$ cat src/rtl/dac_test_decode_power_pkg.sv
// Purpose: Constants and types for the converter test, decode and power register group
// Assumes: Byte-wide registers reached through the configuration serial port core
// Notes:   All offsets, field positions and reset values live here, except the constant test enable and error counters, which the register file resets to 0
package dac_test_decode_power_pkg;

	// ****************************************************************
	// Register offsets
	// ****************************************************************
	localparam logic [11:0] ADDR_SEQ_CHECK_CONTROL   = 12'h14b; // Checker control and good flags
	localparam logic [11:0] ADDR_SEQ_ERRORS_REAL     = 12'h14c; // Real channel error count
	localparam logic [11:0] ADDR_SEQ_ERRORS_IMAG     = 12'h14d; // Imaginary channel error count
	localparam logic [11:0] ADDR_CONST_VALUE_HIGH    = 12'h14e; // Constant word high byte
	localparam logic [11:0] ADDR_CONST_VALUE_LOW     = 12'h14f; // Constant word low byte
	localparam logic [11:0] ADDR_DIGITAL_TEST        = 12'h150; // Constant test enable
	localparam logic [11:0] ADDR_SHUFFLE_CONTROL     = 12'h151; // Segment shuffle bits
	localparam logic [11:0] ADDR_FORMAT_SELECT       = 12'h152; // Output format field
	localparam logic [11:0] ADDR_PORT_DRIVE          = 12'h1df; // Config port drive field
	localparam logic [11:0] ADDR_MASTER_POWERDOWN    = 12'h200; // Receiver master off
	localparam logic [11:0] ADDR_LANE_POWERDOWN      = 12'h201; // Per-lane off mask

	// ****************************************************************
	// Field positions
	// ****************************************************************
	localparam int BIT_SEQ_ON        = 0; // Checker enable
	localparam int BIT_SEQ_CLEAR     = 1; // Error counter clear
	localparam int BIT_SEQ_POLY      = 2; // Polynomial select
	localparam int BIT_SEQ_INV_REAL  = 3; // Expect inverted real data
	localparam int BIT_SEQ_INV_IMAG  = 4; // Expect inverted imaginary data
	localparam int BIT_SEQ_GOOD_REAL = 6; // Real good flag
	localparam int BIT_SEQ_GOOD_IMAG = 7; // Imaginary good flag
	localparam int BIT_CONST_ON      = 1; // Constant test enable
	localparam int BIT_SHUF_FAST     = 0; // Double-rate path shuffle
	localparam int BIT_SHUF_MIDDLE   = 1; // Middle segment shuffle
	localparam int BIT_SHUF_TOP      = 2; // Top segment shuffle
	localparam int BIT_MASTER_OFF    = 0; // Receiver master off

	// ****************************************************************
	// Reset values
	// ****************************************************************
	localparam logic [4:0] RST_SEQ_CONTROL = 5'h10; // Imaginary inversion set
	localparam logic [7:0] RST_CONST_BYTE  = 8'h00; // Constant bytes clear
	localparam logic [2:0] RST_SHUFFLE     = 3'h0;  // Thermometer everywhere
	localparam logic [1:0] RST_FORMAT      = 2'h0;  // First-zone NRZ
	localparam logic [3:0] RST_PORT_DRIVE  = 4'hf;  // Full slew and strength
	localparam logic       RST_MASTER_OFF  = 1'b1;  // Receiver off at start
	localparam logic [7:0] RST_LANE_MASK   = 8'h00; // No lane forced off

	// ****************************************************************
	// Sequence checker sizes
	// ****************************************************************
	localparam int SHORT_SEQ_LEN = 7;  // Short sequence order
	localparam int LONG_SEQ_LEN  = 15; // Long sequence order

	// ****************************************************************
	// Types
	// ****************************************************************
	typedef enum logic [1:0] {
		FORMAT_NRZ,   // First-zone nonreturn-to-zero
		FORMAT_MIX,   // Mixing output
		FORMAT_RZ,    // Return-to-zero
		FORMAT_RSVD   // Reserved, not to be programmed
	} out_format_t;

	typedef struct packed {
		logic top_segment_scramble;    // Top segments shuffled
		logic middle_segment_scramble; // Middle segments shuffled
		logic fast_path_scramble;      // Double-rate path shuffled
	} shuffle_t;

	typedef struct packed {
		logic [1:0] strength; // Drive strength
		logic [1:0] slew;     // Slew rate
	} port_drive_t;

endpackage

$ cat src/rtl/dac_test_decode_power_regs.sv
// Purpose: Test, decode and power register group with sequence checker and constant test
// Assumes: Register strobes come from the config port core, one cycle each, on I_CORE_CLK
// Notes:   Checker takes bit 0 of each valid sample per channel as its serial stream
//          Error counters saturate at full scale; the clear bit holds them at zero
//          Master power-down forces every lane-off bit high
module dac_test_decode_power_regs #(
	parameter int LANES = 8 // Serial receiver lanes
) (
	input  wire logic                                  I_CORE_CLK,      // Core clock
	input  wire logic                                  I_RST_N,         // Async reset, active low
	input  wire logic                                  i_reg_wr,        // Register write strobe
	input  wire logic                                  i_reg_rd,        // Register read strobe
	input  wire logic [11:0]                           i_reg_addr,      // Register offset
	input  wire logic [7:0]                            i_reg_wdata,     // Write data
	output logic      [7:0]                            o_reg_rdata,     // Read data
	input  wire logic                                  i_sample_valid,  // Sample strobe
	input  wire logic [15:0]                           i_sample_real,   // Real sample
	input  wire logic [15:0]                           i_sample_imag,   // Imaginary sample
	output logic      [15:0]                           o_dac_word,      // Word to converter core
	output dac_test_decode_power_pkg::shuffle_t        o_shuffle,       // Segment shuffle selects
	output dac_test_decode_power_pkg::out_format_t     o_out_format,    // Output format
	output dac_test_decode_power_pkg::port_drive_t     o_port_drive,    // Config port drive
	output logic                                       o_receiver_off,  // Receiver analog and bias off
	output logic      [LANES-1:0]                      o_lane_off       // Per-lane receiver off
);
	import dac_test_decode_power_pkg::*;

	// ****************************************************************
	// Parameter check
	// ****************************************************************
	// The lane mask register is one byte, so only eight lanes can be served
	if (LANES != 8) begin : g_lanes_check
		$error("LANES must be 8 to fit the lane mask register");
	end

	// ****************************************************************
	// Register state
	// ****************************************************************
	logic [4:0]        seq_ctrl_q;          // Inv imag, inv real, poly, clear, on
	logic [7:0]        const_high_q;        // Constant high byte
	logic [7:0]        const_low_q;         // Constant low byte
	logic              constant_test_on_q;  // Constant test enable
	logic [2:0]        shuffle_q;           // Shuffle bits
	logic [1:0]        format_q;            // Output format
	logic [3:0]        drive_q;             // Drive field
	logic              master_off_q;        // Master power-down
	logic [LANES-1:0]  lane_mask_q;         // Lane power-down mask
	logic [7:0]        err_q [2];           // Error counts, real then imag
	logic [1:0]        good_q;              // Good flags, real bit 0
	logic [14:0]       hist_q [2];          // Received bit history
	logic [3:0]        fill_q [2];          // Bits held in history
	logic              poly_seen_q;         // Polynomial in use

	// Expected next bit of the sequence from received history
	function automatic logic seq_expect(input logic [14:0] hist, input logic long_poly);
		seq_expect = long_poly ? (hist[14] ^ hist[13]) : (hist[6] ^ hist[5]);
	endfunction

	// ****************************************************************
	// Register writes
	// ****************************************************************
	// Software writes to control fields
	// Read-only counters and unmapped offsets fall to the default branch
	always_ff @(posedge I_CORE_CLK or negedge I_RST_N) begin
		if (!I_RST_N) begin
			seq_ctrl_q         <= RST_SEQ_CONTROL;
			const_high_q       <= RST_CONST_BYTE;
			const_low_q        <= RST_CONST_BYTE;
			constant_test_on_q <= 1'b0;
			shuffle_q          <= RST_SHUFFLE;
			format_q           <= RST_FORMAT;
			drive_q            <= RST_PORT_DRIVE;
			master_off_q       <= RST_MASTER_OFF;
			lane_mask_q        <= RST_LANE_MASK;
		end else if (i_reg_wr) begin
			case (i_reg_addr)
				ADDR_SEQ_CHECK_CONTROL: seq_ctrl_q <= i_reg_wdata[4:0];
				ADDR_CONST_VALUE_HIGH:  const_high_q <= i_reg_wdata;
				ADDR_CONST_VALUE_LOW:   const_low_q <= i_reg_wdata;
				ADDR_DIGITAL_TEST:      constant_test_on_q <= i_reg_wdata[BIT_CONST_ON];
				ADDR_SHUFFLE_CONTROL:   shuffle_q <= i_reg_wdata[2:0];
				ADDR_FORMAT_SELECT:     format_q <= i_reg_wdata[1:0];
				ADDR_PORT_DRIVE:        drive_q <= i_reg_wdata[3:0];
				ADDR_MASTER_POWERDOWN:  master_off_q <= i_reg_wdata[BIT_MASTER_OFF];
				ADDR_LANE_POWERDOWN:    lane_mask_q <= i_reg_wdata[LANES-1:0];
				default: begin
					// Unmapped offsets are ignored
				end
			endcase
		end
	end

	// ****************************************************************
	// Register reads
	// ****************************************************************
	// Read data registered one cycle after the strobe, held otherwise
	// Only a read strobe refreshes the data, so software may sample it late
	always_ff @(posedge I_CORE_CLK or negedge I_RST_N) begin
		if (!I_RST_N) begin
			o_reg_rdata <= 8'h00;
		end else if (i_reg_rd) begin
			case (i_reg_addr)
				ADDR_SEQ_CHECK_CONTROL: o_reg_rdata <= {good_q[1], good_q[0], 1'b0, seq_ctrl_q};
				ADDR_SEQ_ERRORS_REAL:   o_reg_rdata <= err_q[0];
				ADDR_SEQ_ERRORS_IMAG:   o_reg_rdata <= err_q[1];
				ADDR_CONST_VALUE_HIGH:  o_reg_rdata <= const_high_q;
				ADDR_CONST_VALUE_LOW:   o_reg_rdata <= const_low_q;
				ADDR_DIGITAL_TEST:      o_reg_rdata <= {6'h00, constant_test_on_q, 1'b0};
				ADDR_SHUFFLE_CONTROL:   o_reg_rdata <= {5'h00, shuffle_q};
				ADDR_FORMAT_SELECT:     o_reg_rdata <= {6'h00, format_q};
				ADDR_PORT_DRIVE:        o_reg_rdata <= {4'h0, drive_q};
				ADDR_MASTER_POWERDOWN:  o_reg_rdata <= {7'h00, master_off_q};
				ADDR_LANE_POWERDOWN:    o_reg_rdata <= lane_mask_q;
				default:                o_reg_rdata <= 8'h00; // Unmapped reads zero
			endcase
		end
	end

	// ****************************************************************
	// Sequence checker
	// ****************************************************************
	logic        seq_on;     // Checker running
	logic        seq_clear;  // Counters held clear
	logic        long_poly;  // Long sequence chosen
	logic [1:0]  rx_bit;     // Received bits after inversion
	logic [3:0]  need_fill;  // History depth before comparing
	logic [1:0]  seq_armed;  // History full, this sample is compared
	logic [1:0]  seq_miss;   // Received bit differs from expected

	// Decode checker controls and incoming bits
	always_comb begin
		seq_on    = seq_ctrl_q[BIT_SEQ_ON];
		seq_clear = seq_ctrl_q[BIT_SEQ_CLEAR];
		long_poly = seq_ctrl_q[BIT_SEQ_POLY];
		rx_bit[0] = i_sample_real[0] ^ seq_ctrl_q[BIT_SEQ_INV_REAL];
		rx_bit[1] = i_sample_imag[0] ^ seq_ctrl_q[BIT_SEQ_INV_IMAG];
		// Compare only once a whole polynomial's worth of bits is held
		need_fill = long_poly ? 4'(LONG_SEQ_LEN) : 4'(SHORT_SEQ_LEN);
	end

	// ****************************************************************
	// Per-channel compare
	// ****************************************************************
	// Qualifiers shared by good flags and counters, so the two never disagree
	always_comb begin
		for (int c = 0; c < 2; c++) begin
			seq_armed[c] = seq_on && i_sample_valid && (poly_seen_q == long_poly) && (fill_q[c] >= need_fill);
			seq_miss[c]  = rx_bit[c] != seq_expect(hist_q[c], long_poly);
		end
	end

	// History, fill and good flags; restart on disable or polynomial change
	// Disabling or swapping polynomial throws the history away
	always_ff @(posedge I_CORE_CLK or negedge I_RST_N) begin
		if (!I_RST_N) begin
			// Empty histories and low flags until the checker runs
			poly_seen_q <= 1'b0;
			good_q      <= 2'b00;
			for (int c = 0; c < 2; c++) begin
				hist_q[c] <= 15'h0000;
				fill_q[c] <= 4'h0;
			end
		end else begin
			poly_seen_q <= long_poly;
			for (int c = 0; c < 2; c++) begin
				if (!seq_on || poly_seen_q != long_poly) begin
					fill_q[c] <= 4'h0;
					good_q[c] <= 1'b0;
				end else if (i_sample_valid) begin
					hist_q[c] <= {hist_q[c][13:0], rx_bit[c]};
					if (fill_q[c] < need_fill) begin
						fill_q[c] <= fill_q[c] + 4'h1;
					end else begin
						good_q[c] <= !seq_miss[c];
					end
				end
			end
		end
	end

	// Error counters: saturate at full scale, clear bit wins while held
	// Counting stops at full scale rather than wrapping back to zero
	always_ff @(posedge I_CORE_CLK or negedge I_RST_N) begin
		if (!I_RST_N) begin
			for (int c = 0; c < 2; c++) begin
				err_q[c] <= 8'h00;
			end
		end else begin
			for (int c = 0; c < 2; c++) begin
				if (seq_clear) begin
					err_q[c] <= 8'h00;
				end else if (seq_armed[c] && seq_miss[c] && err_q[c] != 8'hff) begin
					err_q[c] <= err_q[c] + 8'h01;
				end
			end
		end
	end

	// ****************************************************************
	// Outputs to converter core, decoder, port and receiver
	// ****************************************************************
	// Data path select and registered control outputs
	// Outputs leave reset with the receiver and every lane off
	// Master off overrides the lane mask so no lane wakes while the bias is down
	always_ff @(posedge I_CORE_CLK or negedge I_RST_N) begin
		if (!I_RST_N) begin
			o_dac_word     <= 16'h0000;
			o_shuffle      <= shuffle_t'(RST_SHUFFLE);
			o_out_format   <= out_format_t'(RST_FORMAT);
			o_port_drive   <= port_drive_t'(RST_PORT_DRIVE);
			o_receiver_off <= RST_MASTER_OFF;
			o_lane_off     <= {LANES{1'b1}};
		end else begin
			o_dac_word     <= constant_test_on_q ? {const_high_q, const_low_q} : i_sample_real;
			o_shuffle.top_segment_scramble    <= shuffle_q[BIT_SHUF_TOP];
			o_shuffle.middle_segment_scramble <= shuffle_q[BIT_SHUF_MIDDLE];
			o_shuffle.fast_path_scramble      <= shuffle_q[BIT_SHUF_FAST];
			o_out_format   <= out_format_t'(format_q);
			o_port_drive   <= port_drive_t'(drive_q);
			o_receiver_off <= master_off_q;
			o_lane_off     <= lane_mask_q | {LANES{master_off_q}};
		end
	end

endmodule
$ cat config.mk
export PLATFORM = sky130hd
export DESIGN_NAME = dac_test_decode_power_regs
export DESIGN_NICKNAME = d
export VERILOG_FILES = /design/src/rtl/dac_test_decode_power_pkg.sv /design/src/rtl/dac_test_decode_power_regs.sv
export SDC_FILE = /design/constraint.sdc
export NUM_CORES = 1
export LEC_CHECK = 0
export BUFFER_PORTS_ARGS = -buffer_cell sky130_fd_sc_hd__buf_4
export CORE_AREA = 3 3 163 165
export CTS_CLUSTER_DIAMETER = 80
export CTS_CLUSTER_SIZE = 30
export DETAILED_ROUTE_END_ITERATION = 12
export DIE_AREA = 0 0 166 168
export HOLD_SLACK_MARGIN = 0.03
export MAX_ROUTING_LAYER = met4
export PLACE_DENSITY = 0.52
export SLEW_MARGIN = 10
export SYNTH_ARGS = -nofsm -noshare
export SYNTH_HDL_FRONTEND = slang
export SYNTH_SLANG_ARGS = --single-unit
$ cat constraint.sdc
create_clock -name I_CORE_CLK -period 2.4 [get_ports I_CORE_CLK]
set_clock_uncertainty 0.05 [all_clocks]
set_input_delay 0.48 -clock I_CORE_CLK [delete_from_list [all_inputs] [get_ports I_CORE_CLK]]
set_output_delay 0.48 -clock I_CORE_CLK [all_outputs]
set_load 0.01 [all_outputs]
# After elaboration in Yosys (flattened, before gate mapping)
# Cells that the tools add are included.
[totals]
ramBits = 0
register_bits = 139
inputBits = 57
out_inout_bits = 42
mem_count = 0
latch_bits = 0
mem_bits_ro = 0
wordCells = 115
[classes]
muxes = 21
reduce_logical = 31
mul = 0
div = 0
n_shift = 0
n_bitwise = 8
add_sub_neg = 4
eq_ne = 19
order_cmp = 4
[ops]
columns = ["op", "count"]
rows = [
  ["12-bit by 9-bit equality test with 1-bit output (second input constant)", 9],
  ["8-bit case mux with 11 select lines", 1],
  ["8-bit two-way mux", 4],
  ["4-bit two-way mux", 7],
  ["2-bit AND reduction", 14],
  ["12-bit by 10-bit equality test with 1-bit output (second input constant)", 2],
  ["8-bit by 1-bit adder with 8-bit output (second input constant)", 2],
  ["16-bit two-way mux", 1],
  ["8-bit != test (second input constant)", 2],
  ["2-bit nonzero test", 5],
  ["4-bit by 1-bit adder with 4-bit output (second input constant)", 2],
  ["4-bit greater-or-equal comparator", 2],
  ["1-bit logical AND", 8],
  ["4-bit < comparator", 2],
  ["1-bit two-way mux", 8],
  ["8-bit bitwise OR", 1],
  ["1-bit bitwise XOR", 6],
  ["2-bit != test (second input constant)", 2],
  ["1-bit logical NOT", 3],
  ["1-bit != test", 3],
  ["1-bit equality test", 1],
  ["1-bit logical OR", 1],
  ["1-bit NOT", 1],
]

# Depth between registers and ports, before layout
[logic_depth]
depth_word = 7
mapped_depth = 8
ltp_nobuf = 7

# Worst setup path after synthesis
# No wires, ideal clock.
[synth_timing]
path_type = "input -> register"
startpoint = "input i_reg_addr[4]"
endpoint = "register const_low_q[0]"
required_time_ns = 2.225
path_stages = 5
arrival_time_ns = 2.040
slack_ns = 0.185
path_cell_list = "nor4_1 > and4_1 > and4_1 > buf_4 > mux2_2"
[synth_between]
elab_chain_len = 2
[synth_lines]
columns = ["item", "line", "rtl"]
rows = [
  ["from (decl)", "dac_test_decode_power_regs.sv:13", "input wire logic [11:0] i_reg_addr,"],
  ["12-bit by 9-bit equality test with 1-bit output", "dac_test_decode_power_regs.sv:76", "case (i_reg_addr)"],
  ["2-bit AND reduction (no line)", "n/a", ""],
  ["to (signal assigned)", "dac_test_decode_power_regs.sv:79", "ADDR_CONST_VALUE_LOW: const_low_q <= i_reg_wdata;"],
  ["to (decl)", "dac_test_decode_power_regs.sv:41", "logic [7:0] const_low_q;"],
]
# Every way passes these cells.
# A chain may end at the register's enable or synchronous reset.

# Final worst setup path
[layout_timing]
startpoint = "register seq_ctrl_q[2]"
endpoint = "register err_q[5] (netlist bit)"
[layout_between]
elab_chain_len = 6
elab_cells_between_ends = 10
[layout_lines]
columns = ["item", "line", "rtl"]
rows = [
  ["from (decl)", "dac_test_decode_power_regs.sv:39", "logic [4:0] seq_ctrl_q;"],
  ["from (signal assigned)", "dac_test_decode_power_regs.sv:77", "ADDR_SEQ_CHECK_CONTROL: seq_ctrl_q <= i_reg_wdata[4:0];"],
  ["4-bit two-way mux or 1-bit equality test (tied branches)", "dac_test_decode_power_regs.sv:138, dac_test_decode_power_regs.sv:147", ""],
  ["4-bit greater-or-equal comparator or 1-bit logical AND (tied branches)", "dac_test_decode_power_regs.sv:147", "seq_armed[c] = seq_on && i_sample_valid && (poly_seen_q == long_poly) && (fill_q[c] >= need_fill);"],
  ["1-bit logical AND", "dac_test_decode_power_regs.sv:147", ""],
  ["1-bit logical AND * (2 in a row)", "dac_test_decode_power_regs.sv:192", "end else if (seq_armed[c] && seq_miss[c] && err_q[c] != 8'hff) begin"],
  ["2-bit nonzero test (no line) *", "n/a", ""],
  ["to (signal, indexed assignment)", "dac_test_decode_power_regs.sv:193", "err_q[c] <= err_q[c] + 8'h01;"],
  ["to (decl)", "dac_test_decode_power_regs.sv:48", "logic [7:0] err_q [2];"],
]
# Every way passes the cells marked *; elsewhere a longest branch is shown, timed or not.

==> flow_metrics.tcl <==
set metrics [dict create \
    status "finished clean" \
    placed_area_mm2 0.00743 \
    required_ns 2.69 \
    cts_tree "yes" \
    power.leakage_nw 3.69 \
    drt_iter0_markers 223 \
    gp_congestion 0.903 \
    grt_start_max_net_pins 61 \
    p_int_w 0.00412 \
    diodes 0 \
    initial_core_util_pct 24.9 \
    clk_latency_ns 0.42 \
    power_w 0.00523 \
    via_per_inst 4.67 \
    rsz0062_at_grt "false" \
    grt_pass1_wl_um 25400 \
    cts_buffers 17 \
    synth-seq-cells 139 \
    setup-tns-final_ns 0 \
    vias 4380 \
    overflow 0 \
    core_area_mm2 0.0252 \
    synth-edff-count 0 \
    peakVddDrop_mv 0.386 \
    worst-setup-path-type "reg -> reg" \
    min_path_cells 2 \
    synth_flop_cell "dfrtp_1" \
    syn_nets 551 \
    crit_arrival_ns 2.55 \
    grt_pass1_vias 4711 \
    yosysTopAreaCell "dfrtp_1" \
    ios 99 \
    setup.worst_path.start_class "flop" \
    final_cell_area_mm2 0.00804 \
    synth_top_cell_area_share_pct 47.9 \
    htree_levels 4 \
    clkTransAtPathRegs_ns 0.05 \
    drc 0 \
    synthArstFlopShare_pct 100 \
    clock-sinks 139 \
    synth_warnings 0 \
    antenna_found_initial 1 \
    synth_area_leaders "dfrtp_1 48%, mux2_2 17%, dfstp_2 8.0%, mux2i_1 2.1%, nand3_1 1.8%" \
    power_frac_seq_pct 45.6 \
    drive_gt1_share_pct 44.5 \
    syn_avg_cell_area_um2 12.8 \
    die_h_um 168 \
    fillers 2475 \
    hold_viol_final 0 \
    cp-end-kind "flop" \
    wl_per_cell_um 16.7 \
    fin_crit_sh_pct 94.0 \
    timing_max_transition_violations_final 0 \
    fp.dieW_um 166 \
    hp-class "in -> reg" \
    r2r_cells 7 \
    nets 657 \
    fmax_ghz 0.443 \
    dieArea_mm2 0.0279 \
    hpwl_um 11800 \
    crit_fanout 5 \
    max_cap_violations 0 \
    drt-total-wl_um 15600 \
    drt-pass1-iter-count 4 \
    seq_area_frac_synth_pct 55.9 \
    synth_area_mm2 0.00627 \
    p_per_area_mw_per_mm2 650 \
    ys_types 55 \
    synthCells 488 \
    min_period_ns 2.25 \
    syn_to_final_growth_pct 28.4 \
    cts_setup_buffers 0 \
    rows 58 \
    ant_nets 0 \
    p_switching_w 0.00111 \
    root_buffer "clkbuf_16" \
    pwr-share-comb_pct 5.0 \
    pwr-share-clk_pct 49.4 \
    cts_buffer_depth 2 \
    finalSetupViolCount 0 \
    switching_share_pct 21.3 \
    max_slew_margin_pct 39.6 \
    port_buffers 83 \
    tightest_slew_ns 0.900 \
    synthTopCellsByCount "120 x dfrtp_1, 96 x mux2_2, 22 x nand3_1, 19 x dfstp_2, 18 x nor2_1" \
    synth_most_common_cell "dfrtp_1" \
    grt_usage_pct 11.9 \
]
## power by group through the flow
stage	clock network [W]	registers [W]	logic, W
after global routing	0.00276	0.00239	0.000292
after global placement	0	0.00242	0.000261
after detailed placement	0	0.00242	0.000269
after floorplan	0	0.00243	0.0000823
final	0.00258	0.00238	0.000264
after CTS	0.00265	0.00238	0.000270
## metrics by stage
stage	hold slack (ns)	util [%]	cells	worst slack [ns]
after floorplan	0.134	-	488	0.185
after global placement	0.309	29.5	904	0.0853
after detailed placement	0.314	29.5	904	0.0684
after CTS	0.222	31.9	937	0.0548
after global routing	0.221	31.9	937	0.00479
final	0.241	31.9	937	0.145
## worst max-delay path, cell delays in order (launching register included)
cell     delay [ns]
dfrtp_2        0.40
inv_1          0.11
ha_1           0.29
a31oi_1        0.12
o21ba_2        0.26
or3b_4         0.39
or4_1          0.40
a21oi_1        0.15
## final cells by class
type / instances / area (um^2) / area share (%)
clock buffers: 25 / 495 / 6.16
clock inverters: 7 / 87.6 / 1.09
inverters: 5 / 18.8 / 0.233
multi-input cells: 322 / 2660 / 33.1
flip-flops and latches: 139 / 3500 / 43.6
well taps: 330 / 413 / 5.13
repair buffers: 109 / 862 / 10.7
## cells in the final DEF (no fill, tap or decap), types with 7 or more instances in the layout
cell type	synthesis	layout
dfrtp_1	120	119
buf_4	2	104
mux2_2	96	96
nand3_1	22	22
dfstp_2	19	19
nor2_1	18	18
nand2_1	17	17
clkbuf_16	0	17
mux2i_1	13	13
a21oi_1	13	13
nor2b_1	11	11
o21ai_0	9	9
or2_2	8	8
nor3_1	7	7
xor2_1	7	7
o31ai_1	7	7
or4_1	7	7
## kinds of logic (layout without fill, tap and decap cells)
kind of cell    Yosys count  after routing  share of synthesized area (%)
simple gates            133            133                           12.3
compound gates           57             57                           6.37
flops                   139            139                           55.9
xor+xnor                 14             14                           1.96
mux                     112            112                           20.4
buf+inv                  27            146                           1.84
fa+ha+maj                 6              6                           1.20
## registers in the layout, indices dropped and copies added (netlist names), 2 cells and up
register	count
const_high_q	8
lane_mask_q	8
good_q	2
o_shuffle	3
format_q	2
fill_q	8
o_lane_off	8
hist_q	30
err_q	16
o_dac_word	16
const_low_q	8
shuffle_q	3
drive_q	4
o_port_drive	4
o_out_format	2
o_reg_rdata	8
seq_ctrl_q	5
## routing by layer
| layer | wire, um | global-route usage, % | vias up |
|---|---|---|---|
| li1 | - | - | 2015 |
| met1 | 7300 | 15.7 | 2215 |
| met2 | 7240 | 18.0 | 130 |
| met3 | 863 | 3.12 | 20 |
| met4 | 223 | 3.80 | 0 |
| met5 | 0 | - | - |
## repair_timing
action | 4_1_cts | 5_1_grt
hold buffers | 1 | 0
setup endpoints to repair | 0 | 9
resized for setup | 0 | 4
endpoints found under the hold margin | 14 | 0
## worst paths after layout
kind	start	to	slack, ns
setup / recovery	seq_ctrl_q[2]	err_q[5]	0.15
hold / removal	i_sample_real[13]	o_dac_word[13]	0.24
setup reg to reg	seq_ctrl_q[2]	err_q[5]	0.15
hold reg to reg	drive_q[2]	o_port_drive[2]	0.33
max in group asynchronous	I_RST_N	o_port_drive[1]	1.16
min in group asynchronous	I_RST_N	lane_mask_q[0]	0.44
(Power assumes the default switching activity.)
